File: config.mk
export PLATFORM = sky130hd
export DESIGN_NAME = drive_comm_status_registers
export DESIGN_NICKNAME = d
export VERILOG_FILES = /design/src/rtl/drive_comm_pkg.sv /design/src/rtl/level_sync.sv /design/src/rtl/drive_comm_status_registers.sv
export SDC_FILE = /design/constraint.sdc
export NUM_CORES = 1
export LEC_CHECK = 0
export BUFFER_PORTS_ARGS = -buffer_cell sky130_fd_sc_hd__clkbuf_2
export CAP_MARGIN = 20
export CORE_UTILIZATION = 35
export CTS_BUF_LIST = sky130_fd_sc_hd__clkbuf_2
export DETAILED_ROUTE_END_ITERATION = 8
export GPL_ROUTABILITY_DRIVEN = 0
export PLACE_DENSITY = 0.7
export SYNTH_ARGS = -nofsm -noshare
export SYNTH_HDL_FRONTEND = slang
export SYNTH_SLANG_ARGS = --single-unit
File: constraint.sdc
create_clock -name clk_sys_in -period 3.16 [get_ports clk_sys_in]
set_clock_uncertainty 0.05 [all_clocks]
set_input_delay 0.316 -clock clk_sys_in [delete_from_list [all_inputs] [get_ports clk_sys_in]]
set_output_delay 0.316 -clock clk_sys_in [all_outputs]
set_load 0.005 [all_outputs]
File: src/rtl/drive_comm_pkg.sv
// Package: parameter map, field layouts and limits of the drive status registers
package drive_comm_pkg;

   // ----------------------------------------------------------------
   // Parameter addresses
   // ----------------------------------------------------------------
   localparam logic [15:0] ADDR_TRIP_FLAGS      = 16'h000F;
   localparam logic [15:0] ADDR_INPUT_TERM      = 16'h0010;
   localparam logic [15:0] ADDR_OUTPUT_TERM     = 16'h0011;
   localparam logic [15:0] ADDR_ANALOG_A        = 16'h0012;
   localparam logic [15:0] ADDR_ANALOG_B        = 16'h0013;
   localparam logic [15:0] ADDR_ANALOG_I        = 16'h0014;
   localparam logic [15:0] ADDR_SHAFT_SPEED     = 16'h0015;
   localparam logic [15:0] ADDR_UNIT_SELECT     = 16'h001A;
   localparam logic [15:0] ADDR_POLE_COUNT      = 16'h001B;
   localparam logic [15:0] ADDR_CUSTOM_REV      = 16'h001C;
   localparam logic [15:0] ADDR_CARD_TYPE       = 16'h9601;
   localparam logic [15:0] ADDR_CMD_SOURCE      = 16'h9602;
   localparam logic [15:0] ADDR_CARD_REV        = 16'h9603;
   localparam logic [15:0] ADDR_FRAMING         = 16'h963C;
   localparam logic [15:0] ADDR_SERIES_CODE     = 16'hFFFF;
   localparam logic [15:0] ADDR_COMMON_LAST     = 16'h001C;

   // ----------------------------------------------------------------
   // Field masks and widths
   // ----------------------------------------------------------------
   localparam logic [15:0] TRIP_USED_MASK       = 16'hF7DF;
   localparam int          INPUT_TERM_W         = 11;
   localparam int          OUTPUT_TERM_W        = 8;
   localparam int          CARD_TYPE_W          = 3;
   localparam int          SETTING_W            = 2;
   localparam int          RUN_W                = 2;

   // ----------------------------------------------------------------
   // Reset values and limits
   // ----------------------------------------------------------------
   localparam logic [1:0]  CMD_SOURCE_RESET     = 2'h0;
   localparam logic [1:0]  FRAMING_RESET        = 2'h0;
   localparam logic [2:0]  CARD_TYPE_RESET      = 3'h0;
   localparam logic [15:0] SETTING_MAX          = 16'h0003;
   localparam int          SRC_RUN_BIT          = 0;
   localparam int          SRC_FREQ_BIT         = 1;

endpackage

File: src/rtl/level_sync.sv
// Two-flop synchroniser for a bundle of slow pin levels
module level_sync #(
   parameter int WIDTH = 1
) (
   input  wire logic             clk_sys_in,
   input  wire logic             rst_b_in,
   input  wire logic [WIDTH-1:0] d_in,
   output logic      [WIDTH-1:0] q_out
);

   logic [WIDTH-1:0] meta_reg;

   // Only the second stage is visible outside
   always_ff @(posedge clk_sys_in or negedge rst_b_in) begin
      if (!rst_b_in) begin
         meta_reg <= '0;
         q_out    <= '0;
      end else begin
         meta_reg <= d_in;
         q_out    <= meta_reg;
      end
   end

endmodule

File: src/rtl/drive_comm_status_registers.sv
// Drive parameter map: status words, option-card settings and command steering
//
// Notes on behaviour
// - The command-source selector comes out of reset at 0 and only takes values 0 to 3.
// - At selector 1 run/stop comes from the link while frequency stays local.
// - At selector 2 frequency comes from the link while run/stop stays local.
// - At selector 3 both run/stop and frequency come from the link.
// - The card-type word is filled in by the drive from the fitted card, 0 to 7, read only.
// - The card-type word reports which kind of option card is installed.
// - Common-area words here take no stored value; nothing written there survives a reset.
module drive_comm_status_registers #(
   parameter logic [15:0] SERIES_CODE = 16'h00A5  // Arbitrary identity value
) (
   input  wire logic        clk_sys_in,
   input  wire logic        rst_b_in,
   input  wire logic        param_req_in,
   input  wire logic        param_wr_in,
   input  wire logic [15:0] param_addr_in,
   input  wire logic [15:0] param_wdata_in,
   output logic             param_ack_out,
   output logic             param_err_out,
   output logic      [15:0] param_rdata_out,
   input  wire logic [15:0] trip_cond_in,
   input  wire logic [10:0] input_term_in,
   input  wire logic [7:0]  output_term_in,
   input  wire logic        card_present_in,
   input  wire logic [2:0]  card_type_in,
   input  wire logic [15:0] card_revision_in,
   input  wire logic [15:0] analog_a_in,
   input  wire logic [15:0] analog_b_in,
   input  wire logic [15:0] analog_i_in,
   input  wire logic [15:0] shaft_speed_in,
   input  wire logic [15:0] unit_select_in,
   input  wire logic [15:0] pole_count_in,
   input  wire logic [15:0] custom_rev_in,
   input  wire logic [1:0]  local_run_in,
   input  wire logic [15:0] local_freq_in,
   input  wire logic [1:0]  link_run_in,
   input  wire logic [15:0] link_freq_in,
   output logic      [1:0]  run_cmd_out,
   output logic      [15:0] freq_cmd_out,
   output logic             run_from_link_out,
   output logic             freq_from_link_out,
   output logic      [1:0]  framing_sel_out
);

   // ----------------------------------------------------------------
   // Pin synchronisation
   // ----------------------------------------------------------------
   localparam int SYNC_W = 16 + drive_comm_pkg::INPUT_TERM_W + drive_comm_pkg::OUTPUT_TERM_W
                           + 1 + drive_comm_pkg::CARD_TYPE_W;

   logic [SYNC_W-1:0] sync_q;
   logic [15:0]       trip_sync;
   logic [10:0]       in_term_sync;
   logic [7:0]        out_term_sync;
   logic              present_sync;
   logic [2:0]        type_sync;

   level_sync #(.WIDTH(SYNC_W)) u_pin_sync (
      .clk_sys_in (clk_sys_in),
      .rst_b_in   (rst_b_in),
      .d_in       ({trip_cond_in, input_term_in, output_term_in, card_present_in,
                    card_type_in}),
      .q_out      (sync_q)
   );

   assign {trip_sync, in_term_sync, out_term_sync, present_sync, type_sync} = sync_q;

   // ----------------------------------------------------------------
   // Settings and card type
   // ----------------------------------------------------------------
   logic [1:0] cmd_src_reg;
   logic [1:0] cmd_src_next;
   logic [1:0] framing_reg;
   logic [1:0] framing_next;
   logic [2:0] card_type_reg;
   logic [2:0] card_type_next;

   function automatic logic in_range(input logic [15:0] value);
      in_range = (value <= drive_comm_pkg::SETTING_MAX);
   endfunction

   // Write strobes
   wire        wr_req    = param_req_in && param_wr_in;
   wire        hit_src   = (param_addr_in == drive_comm_pkg::ADDR_CMD_SOURCE);
   wire        hit_frame = (param_addr_in == drive_comm_pkg::ADDR_FRAMING);
   wire        wdata_ok  = in_range(param_wdata_in);
   wire        src_we    = wr_req && hit_src && wdata_ok;
   wire        frame_we  = wr_req && hit_frame && wdata_ok;

   assign cmd_src_next   = src_we ? param_wdata_in[1:0] : cmd_src_reg;
   assign framing_next   = frame_we ? param_wdata_in[1:0] : framing_reg;
   // No card fitted reads as type 0
   assign card_type_next = present_sync ? type_sync : drive_comm_pkg::CARD_TYPE_RESET;

   always_ff @(posedge clk_sys_in or negedge rst_b_in) begin
      if (!rst_b_in) begin
         cmd_src_reg   <= drive_comm_pkg::CMD_SOURCE_RESET;
         framing_reg   <= drive_comm_pkg::FRAMING_RESET;
         card_type_reg <= drive_comm_pkg::CARD_TYPE_RESET;
      end else begin
         cmd_src_reg   <= cmd_src_next;
         framing_reg   <= framing_next;
         card_type_reg <= card_type_next;
      end
   end

   // ----------------------------------------------------------------
   // Command steering
   // ----------------------------------------------------------------
   wire        run_link  = cmd_src_reg[drive_comm_pkg::SRC_RUN_BIT];
   wire        freq_link = cmd_src_reg[drive_comm_pkg::SRC_FREQ_BIT];
   wire [1:0]  run_next  = run_link ? link_run_in : local_run_in;
   wire [15:0] freq_next = freq_link ? link_freq_in : local_freq_in;

   always_ff @(posedge clk_sys_in or negedge rst_b_in) begin
      if (!rst_b_in) begin
         run_cmd_out        <= 2'h0;
         freq_cmd_out       <= 16'h0000;
         run_from_link_out  <= 1'b0;
         freq_from_link_out <= 1'b0;
         framing_sel_out    <= drive_comm_pkg::FRAMING_RESET;
      end else begin
         run_cmd_out        <= run_next;
         freq_cmd_out       <= freq_next;
         run_from_link_out  <= run_link;
         freq_from_link_out <= freq_link;
         framing_sel_out    <= framing_reg;
      end
   end

   // ----------------------------------------------------------------
   // Parameter read and error decode
   // ----------------------------------------------------------------
   logic [15:0] rd_word;
   logic        mapped;

   always_comb begin
      rd_word = 16'h0000;
      mapped  = 1'b1;
      case (param_addr_in)
         drive_comm_pkg::ADDR_TRIP_FLAGS:
            rd_word = trip_sync & drive_comm_pkg::TRIP_USED_MASK;
         drive_comm_pkg::ADDR_INPUT_TERM:  rd_word = {5'h00, in_term_sync};
         drive_comm_pkg::ADDR_OUTPUT_TERM: rd_word = {8'h00, out_term_sync};
         drive_comm_pkg::ADDR_ANALOG_A:    rd_word = analog_a_in;
         drive_comm_pkg::ADDR_ANALOG_B:    rd_word = analog_b_in;
         drive_comm_pkg::ADDR_ANALOG_I:    rd_word = analog_i_in;
         drive_comm_pkg::ADDR_SHAFT_SPEED: rd_word = shaft_speed_in;
         drive_comm_pkg::ADDR_UNIT_SELECT: rd_word = unit_select_in;
         drive_comm_pkg::ADDR_POLE_COUNT:  rd_word = pole_count_in;
         drive_comm_pkg::ADDR_CUSTOM_REV:  rd_word = custom_rev_in;
         drive_comm_pkg::ADDR_CARD_TYPE:   rd_word = {13'h0000, card_type_reg};
         drive_comm_pkg::ADDR_CMD_SOURCE:  rd_word = {14'h0000, cmd_src_reg};
         drive_comm_pkg::ADDR_CARD_REV:    rd_word = card_revision_in;
         drive_comm_pkg::ADDR_FRAMING:     rd_word = {14'h0000, framing_reg};
         drive_comm_pkg::ADDR_SERIES_CODE: rd_word = SERIES_CODE;
         // Station number and line speed live in another group
         default:                          mapped  = 1'b0;
      endcase
   end

   // Only the two option settings take writes; common-area words keep nothing
   wire writable = hit_src || hit_frame;
   wire wr_bad   = param_wr_in && (!writable || !wdata_ok);
   wire err_next = !mapped || wr_bad;

   always_ff @(posedge clk_sys_in or negedge rst_b_in) begin
      if (!rst_b_in) begin
         param_ack_out   <= 1'b0;
         param_err_out   <= 1'b0;
         param_rdata_out <= 16'h0000;
      end else begin
         param_ack_out   <= param_req_in;
         param_err_out   <= param_req_in && err_next;
         param_rdata_out <= (param_req_in && !param_wr_in && mapped) ? rd_word : 16'h0000;
      end
   end
endmodule

==> flow_summary.yaml, run 1 <==
cells_and_area:
  drive_gt1_frac: 0.489
  utilization: 0.594
  fillers: 1125
  synthToLayoutAreaGrowth_pct: 64.4
  antenna_cells: 0
  nets: 1023
  mostFrequentLayoutCells: "293 x clkbuf_2, 127 x dlygate4sd3_1, 121 x dfrtp_1"
  final_common_cell: "clkbuf_2"
worst_setup_path:
  required_ps: 3760
  crit_path_top_delay_cell: "or4b_1"
  worstPathMaxFanout: 12
  path_class: "in2reg"
  crit_path_start_kind: "input pin"
  slowest_delay_ps: 750
  end_kind: "flop"
  worstPathCellList: "clkbuf_2, or4b_1, buf_4, nor4_4, buf_4, a221oi_1, dlygate4sd3_1, a31oi_2, dlygate4sd3_1"
  crit_arrival_ps: 3670
worst_hold_path:
  hp-class: "in2async"
pwr:
  leakage_nw: 3.96
  p_per_area_nw_per_um2: 370
  p_sw_mw: 0.779
  p_sw_frac: 0.254
  vdd.ir_drop.worst_mv: 0.385
  p_int_mw: 2.28
  p_comb_frac: 0.133
  p_clk_frac: 0.334
  pwr-share-seq: 0.532
global_route:
  grt-ovfl-total: 0
  grt_max_degree: 62
  grt_pass1_vias: 5425
  grt_pass1_wl_microns: 28500
  grt_util_all_layers: 0.265
  antenna_found_initial: 1
floorplan:
  rows: 43
  core_sq_um: 13900
  ios: 279
  start_util: 0.361
  die_y_microns: 122
  die_area_sq_um: 14900
  die_x_microns: 122
cts:
  numCtsBuffers: 17
  cts_tree: "yes"
  cts_num_sinks: 121
  clock_latency_ps: 690
  htreeDepth: 4
  cts_root_buf: "clkbuf_2"
  clock_tree.buffer_depth: 2
  clk_pin_slew_ps: 190
  post_cts_buffers: 0
  cts-resized-gates: 0
yosys:
  synth_edf_count: 0
  ys_seq_elements: 121
  yosysSeqAreaShare: 0.602
  syn_inst: 354
  synth_area_per_cell_sq_um: 14.2
  synth_area_leaders: "dfrtp_1 60%, mux2_2 6.0%, a222oi_1 5.0%"
  synth_ff_type: "dfrtp_1"
  syn_area_sq_um: 5030
  yosys.area.top_type_share: 0.602
  yosys.area.top_type: "dfrtp_1"
  ys_types: 51
  async_flop_share: 1.00
  synth_fp_nets: 593
  synth_warnings: 0
detailed_routing:
  first_iter_violations: 288
  postRouteAntennaNets: 0
  vias_per_cell: 5.27
  dr_total_vias: 5146
  first_pass_iters: 5
  wl_microns: 19300
  drcViolationCount: 0
  routedWlPerCell_microns: 19.8
sta:
  hold_viol: 0
  fmax_mhz: 325
  min_period_ps: 3070
  drv_slew: 0
  setup_viol: 0
  worst_pin_slew_ps: 840
  setup_tns_ps: 0
  rsz0062_at_grt: "false"
  max_slew_margin: 0.440
  fin_crit_sh: 0.973
run:
  cap_violations: 0
place:
  place_hpwl_microns: 13700
  io_buffers: 276
status:
  outcome: "completed"
==> power groups by stage <==
stage	clock, mW	sequential (mW)	combinational [mW]
finish	1.02	1.63	0.407
global route	1.12	1.64	0.441
detailed placement	0	1.66	0.303
floorplan	0	1.65	0.0781
global placement	0	1.66	0.294
CTS	1.05	1.63	0.399
==> path summary, 6_finish.rpt <==
check | startpoint | endpoint | slack, ps | cells past startpoint
max | param_addr_in[5] | param_rdata_out[14] | 90 | 9
min | rst_b_in | u_pin_sync.q_out[30] | 120 | 3
max reg2reg | u_pin_sync.q_out[6] | param_rdata_out[2] | 600 | 6
min reg2reg | u_pin_sync.meta_reg[30] | u_pin_sync.q_out[30] | 290 | 0
max in group asynchronous | rst_b_in | u_pin_sync.meta_reg[35] | 2090 | 4
min in group clk_sys_in | trip_cond_in[10] | u_pin_sync.meta_reg[33] | 190 | 2
==> repair_timing <==
action,CTS,global route
hold buffers,127,0
endpoints found under the setup margin,0,0
endpoints found under the hold margin,198,0
==> metal layers <==
layer,vias to the layer above,track usage,part of all wire
li1,2289,-,-
met1,2490,0.303,0.38
met2,311,0.459,0.51
met3,54,0.0763,0.081
met4,2,0.113,0.032
met5,-,0,0.00067
==> critical path: cells and delay by family <==
| family | cells | cell delay, ps |
|---|---|---|
| AO/OA/AOI/OAI | 2 | 260 |
| buffers and inverters | 5 | 1820 |
| AND/OR/NAND/NOR | 2 | 1270 |
==> cell type report <==
cell class / count / area (sq um) / area share
clock buffers: 18 / 90.1 / 0.0109
clock inverters: 14 / 155 / 0.0188
inverters: 4 / 15.0 / 0.00181
multi-input cells: 207 / 1850 / 0.223
flip-flops and latches: 121 / 3030 / 0.366
well taps: 180 / 225 / 0.0272
repair buffers: 433 / 2910 / 0.352
==> per-stage QoR <==
step	instances	hold slack [ps]	power, mW	area [sq um]	setup WS, ps
floorplan	354	-29.6	1.73	5030	904
detailed placement	817	195	1.96	6730	363
global placement	817	189	1.95	6730	480
finish	977	123	3.06	8270	86.2
CTS	976	63.3	3.07	8250	234
global route	977	78.5	3.20	8270	105
==> Yosys cell counts (2+ instances only) <==
library cell  count
clkbuf_1          4
and4_1            2
o21ai_0           6
mux2_2           27
or4bb_1           4
mux2_1            2
inv_1             4
nand3_1           4
nand2_1           7
o22ai_1           2
a31oi_2           6
nand2b_1          2
buf_2             8
and3_1            3
buf_1             2
a222oi_1         25
a22o_1           10
nor4_4            6
dfrtp_1         121
nand4_1           6
nor4_2            6
nor2_1            8
buf_6             7
and2_1            4
or4_4             2
nor3_1            3
a31oi_1           9
a221oi_1         10
a21oi_1           5
a32oi_1           2
nor4_1            8
mux2i_1           6
a22oi_1          14
nor4b_1           2
==> cell families (layout without fill, tap and decap cells) <==
logic type / count (synthesis) / after routing / synth area share
AO/OA/AOI/OAI: 94 / 94 / 0.158
buffers and inverters: 26 / 469 / 0.0326
flip-flops: 121 / 121 / 0.602
multiplexers: 35 / 35 / 0.0768
AND/OR/NAND/NOR: 78 / 78 / 0.131
Power figures use the tool's default switching activity.
==> run 2, diff against run 1 <==
--- a/config.mk
+++ b/config.mk
@@ -5,13 +5,15 @@
 export SDC_FILE = /design/constraint.sdc
 export NUM_CORES = 1
 export LEC_CHECK = 0
+export ABC_AREA = 1
 export BUFFER_PORTS_ARGS = -buffer_cell sky130_fd_sc_hd__clkbuf_2
 export CAP_MARGIN = 20
 export CORE_UTILIZATION = 35
 export CTS_BUF_LIST = sky130_fd_sc_hd__clkbuf_2
+export CTS_CLUSTER_SIZE = 20
 export DETAILED_ROUTE_END_ITERATION = 8
 export GPL_ROUTABILITY_DRIVEN = 0
-export PLACE_DENSITY = 0.7
+export PLACE_DENSITY = 0.68
 export SYNTH_ARGS = -nofsm -noshare
 export SYNTH_HDL_FRONTEND = slang
 export SYNTH_SLANG_ARGS = --single-unit
==> flow_summary.yaml, run 2 <==
pwr:
  pwr-share-seq: 0.541
  p_per_area_nw_per_um2: 343
  leakage_nw: 4.74
  power_mw: 3.01
  p_clk_frac: 0.341
  p_comb_frac: 0.119
  p_sw_frac: 0.269
  p_int_mw: 2.20
  p_sw_mw: 0.809
  vdd.ir_drop.worst_mv: 0.274
yosys:
  syn_inst: 668
  synth_common_cells: "197 x nand2_1, 121 x dfrtp_1, 117 x nand3_1, 98 x nor2_1, 47 x inv_1"
  yosys.area.top_type: "dfrtp_1"
  synth_fp_nets: 907
  synth_edf_count: 0
  yosys.area.top_type_share: 0.545
  synth_area_per_cell_sq_um: 8.32
  synth_ff_type: "dfrtp_1"
  async_flop_share: 1.00
  yosysSeqAreaShare: 0.545
  ys_seq_elements: 121
  syn_area_sq_um: 5560
  synth_warnings: 0
  yosysMostFrequentCell: "nand2_1"
  ys_types: 19
  synth_area_leaders: "dfrtp_1 54%, nand2_1 13%, nand3_1 11%"
sta:
  setup_slack_ps: 112
  min_period_ps: 3050
  fmax_mhz: 328
  fin_crit_sh: 0.965
  hold_viol: 0
  setup_viol: 0
  hold_slack_ps: 67.9
  setup_tns_ps: 0
  rsz0062_at_grt: "false"
  worst_pin_slew_ps: 755
  drv_slew: 0
  max_slew_margin: 0.497
detailed_routing:
  dr_total_vias: 6139
  wl_microns: 20300
  postRouteAntennaNets: 0
  first_pass_iters: 5
  drcViolationCount: 0
  vias_per_cell: 4.68
  first_iter_violations: 434
  routedWlPerCell_microns: 15.5
cells_and_area:
  synthToLayoutAreaGrowth_pct: 58.1
  stdcell_area_sq_um: 8790
  ff_latch_area_sq_um: 3030
  final_common_cell: "clkbuf_2"
  drive_gt1_frac: 0.333
  mostFrequentLayoutCells: "292 x clkbuf_2, 197 x nand2_1, 134 x dlygate4sd3_1"
  multiInputGateArea_sq_um: 2220
  nets: 1327
  fillers: 1420
worst_setup_path:
  worst-path-stages: 14
  rrSetupSlack_ps: 560
  worstPathCellList: "clkbuf_2, nor2_1, nand2_1, nor2_4, buf_4, nand3_1, nand2_1, dlygate4sd3_1, nor2_1, dlygate4sd3_1, nand2_1, dlygate4sd3_1, nor2_1, nor2_1"
  worstPathMaxFanout: 25
  reg2regPathDepth: 9
  cp_common_cell: "nor2_1"
  end_kind: "flop"
  crit_path_top_delay_cell: "dlygate4sd3_1"
  crit_path_start_kind: "input pin"
  cp-startpoint: "param_addr_in[14]"
  path_class: "in2reg"
  path_delay_family: "buffers and inverters"
  path_buf_inv: 5
  slowest_delay_ps: 560
  required_ps: 3750
  crit_arrival_ps: 3640
  r2r-start: "u_pin_sync.q_out[25]"
  reg2reg_to: "param_rdata_out[2]"
  cp-endpoint: "param_rdata_out[1]"
cts:
  cts_tree: "yes"
  post_cts_buffers: 0
  clock_tree.buffer_depth: 2
  clock_latency_ps: 710
  cts_num_sinks: 121
  cts_root_buf: "clkbuf_2"
  numCtsBuffers: 17
  htreeDepth: 4
  clk_pin_slew_ps: 180
place:
  io_buffers: 276
  dpl-instance-area_sq_um: 7180
  place_hpwl_microns: 14400
  dp_slack_ps: 896
global_route:
  antenna_found_initial: 1
  grt_util_all_layers: 0.259
  grt_pass1_wl_microns: 31300
  grt_max_degree: 91
  grt-ovfl-total: 0
  grt_pass1_vias: 6098
floorplan:
  core_sq_um: 15400
  die_area_sq_um: 16400
  rows: 45
  ios: 279
  die_y_microns: 128
  die_x_microns: 128
  start_util: 0.362
status:
  outcome: "completed"
run:
  cap_violations: 0
worst_hold_path:
  hp-class: "in2reg"
## run 2: worst min path at each step
| stage | start | to | slack [ps] | depth (start not counted) |
|---|---|---|---|---|
| floorplan | rst_b_in | card_type_reg[0] | -30 | 0 |
| global placement | rst_b_in | u_pin_sync.meta_reg[1] | 230 | 1 |
| detailed placement | rst_b_in | u_pin_sync.meta_reg[1] | 230 | 1 |
| CTS | analog_i_in[1] | param_rdata_out[1] | 7 | 7 |
| global route | analog_i_in[1] | param_rdata_out[1] | 110 | 7 |
| finish | analog_i_in[1] | param_rdata_out[1] | 70 | 7 |
## run 2: kinds of logic (layout without fill, tap and decap cells)
group           after synthesis  count (layout)  share of synthesized area
buf+inv                      71             504                     0.0578
simple gates                448             448                      0.352
flops                       121             121                      0.545
mux                          18              18                     0.0365
compound gates               10              10                    0.00900
other cells                   0               1                          0
## run 2: repair_timing
item | in CTS | in global routing
hold buffers | 135 | 0
endpoints found under the setup margin | 0 | 1
gates resized for setup | 0 | 1
hold endpoints to repair | 198 | 0
## run 2: tightest hold or removal path, cell delays in order
cell and delay [ps]:
clkbuf_2 80, nand3_1 60, nand2_1 60, nor2_1 40
nand2_1 90, nor2_1 60, nor2_1 90
## run 2: metrics by stage
| step | instances | util |
|---|---|---|
| after floorplan | 668 | - |
| after detailed placement | 1145 | 0.467 |
| after CTS | 1312 | 0.572 |
| after global routing | 1313 | 0.572 |
| after global placement | 1145 | 0.467 |
| final | 1313 | 0.572 |
## run 2: routing by layer
metal	share of wire	GRT usage	up-vias
li1	-	-	2966
met1	0.41	0.320	2825
met5	0	0	-
met2	0.50	0.444	287
met3	0.063	0.0476	61
met4	0.032	0.106	0
## run 2: area by class of cell
class                      instances  share of cell area
timing repair buffer             422               0.323
antenna                            1            0.000285
multi-input combinational        476               0.253
clock buffer                      17             0.00968
clock inverter                    15              0.0188
inverter                          50              0.0213
tap                              211              0.0300
sequential                       121               0.344
## run 2: power by group through the flow
stage | clock network (mW) | registers [mW] | logic, mW
2_1_floorplan | 0 | 1.66 | 0.0436
3_3_place_gp | 0 | 1.65 | 0.253
3_5_place_dp | 0 | 1.66 | 0.256
4_1_cts | 1.05 | 1.63 | 0.356
5_1_grt | 1.13 | 1.64 | 0.393
6_report | 1.03 | 1.63 | 0.358
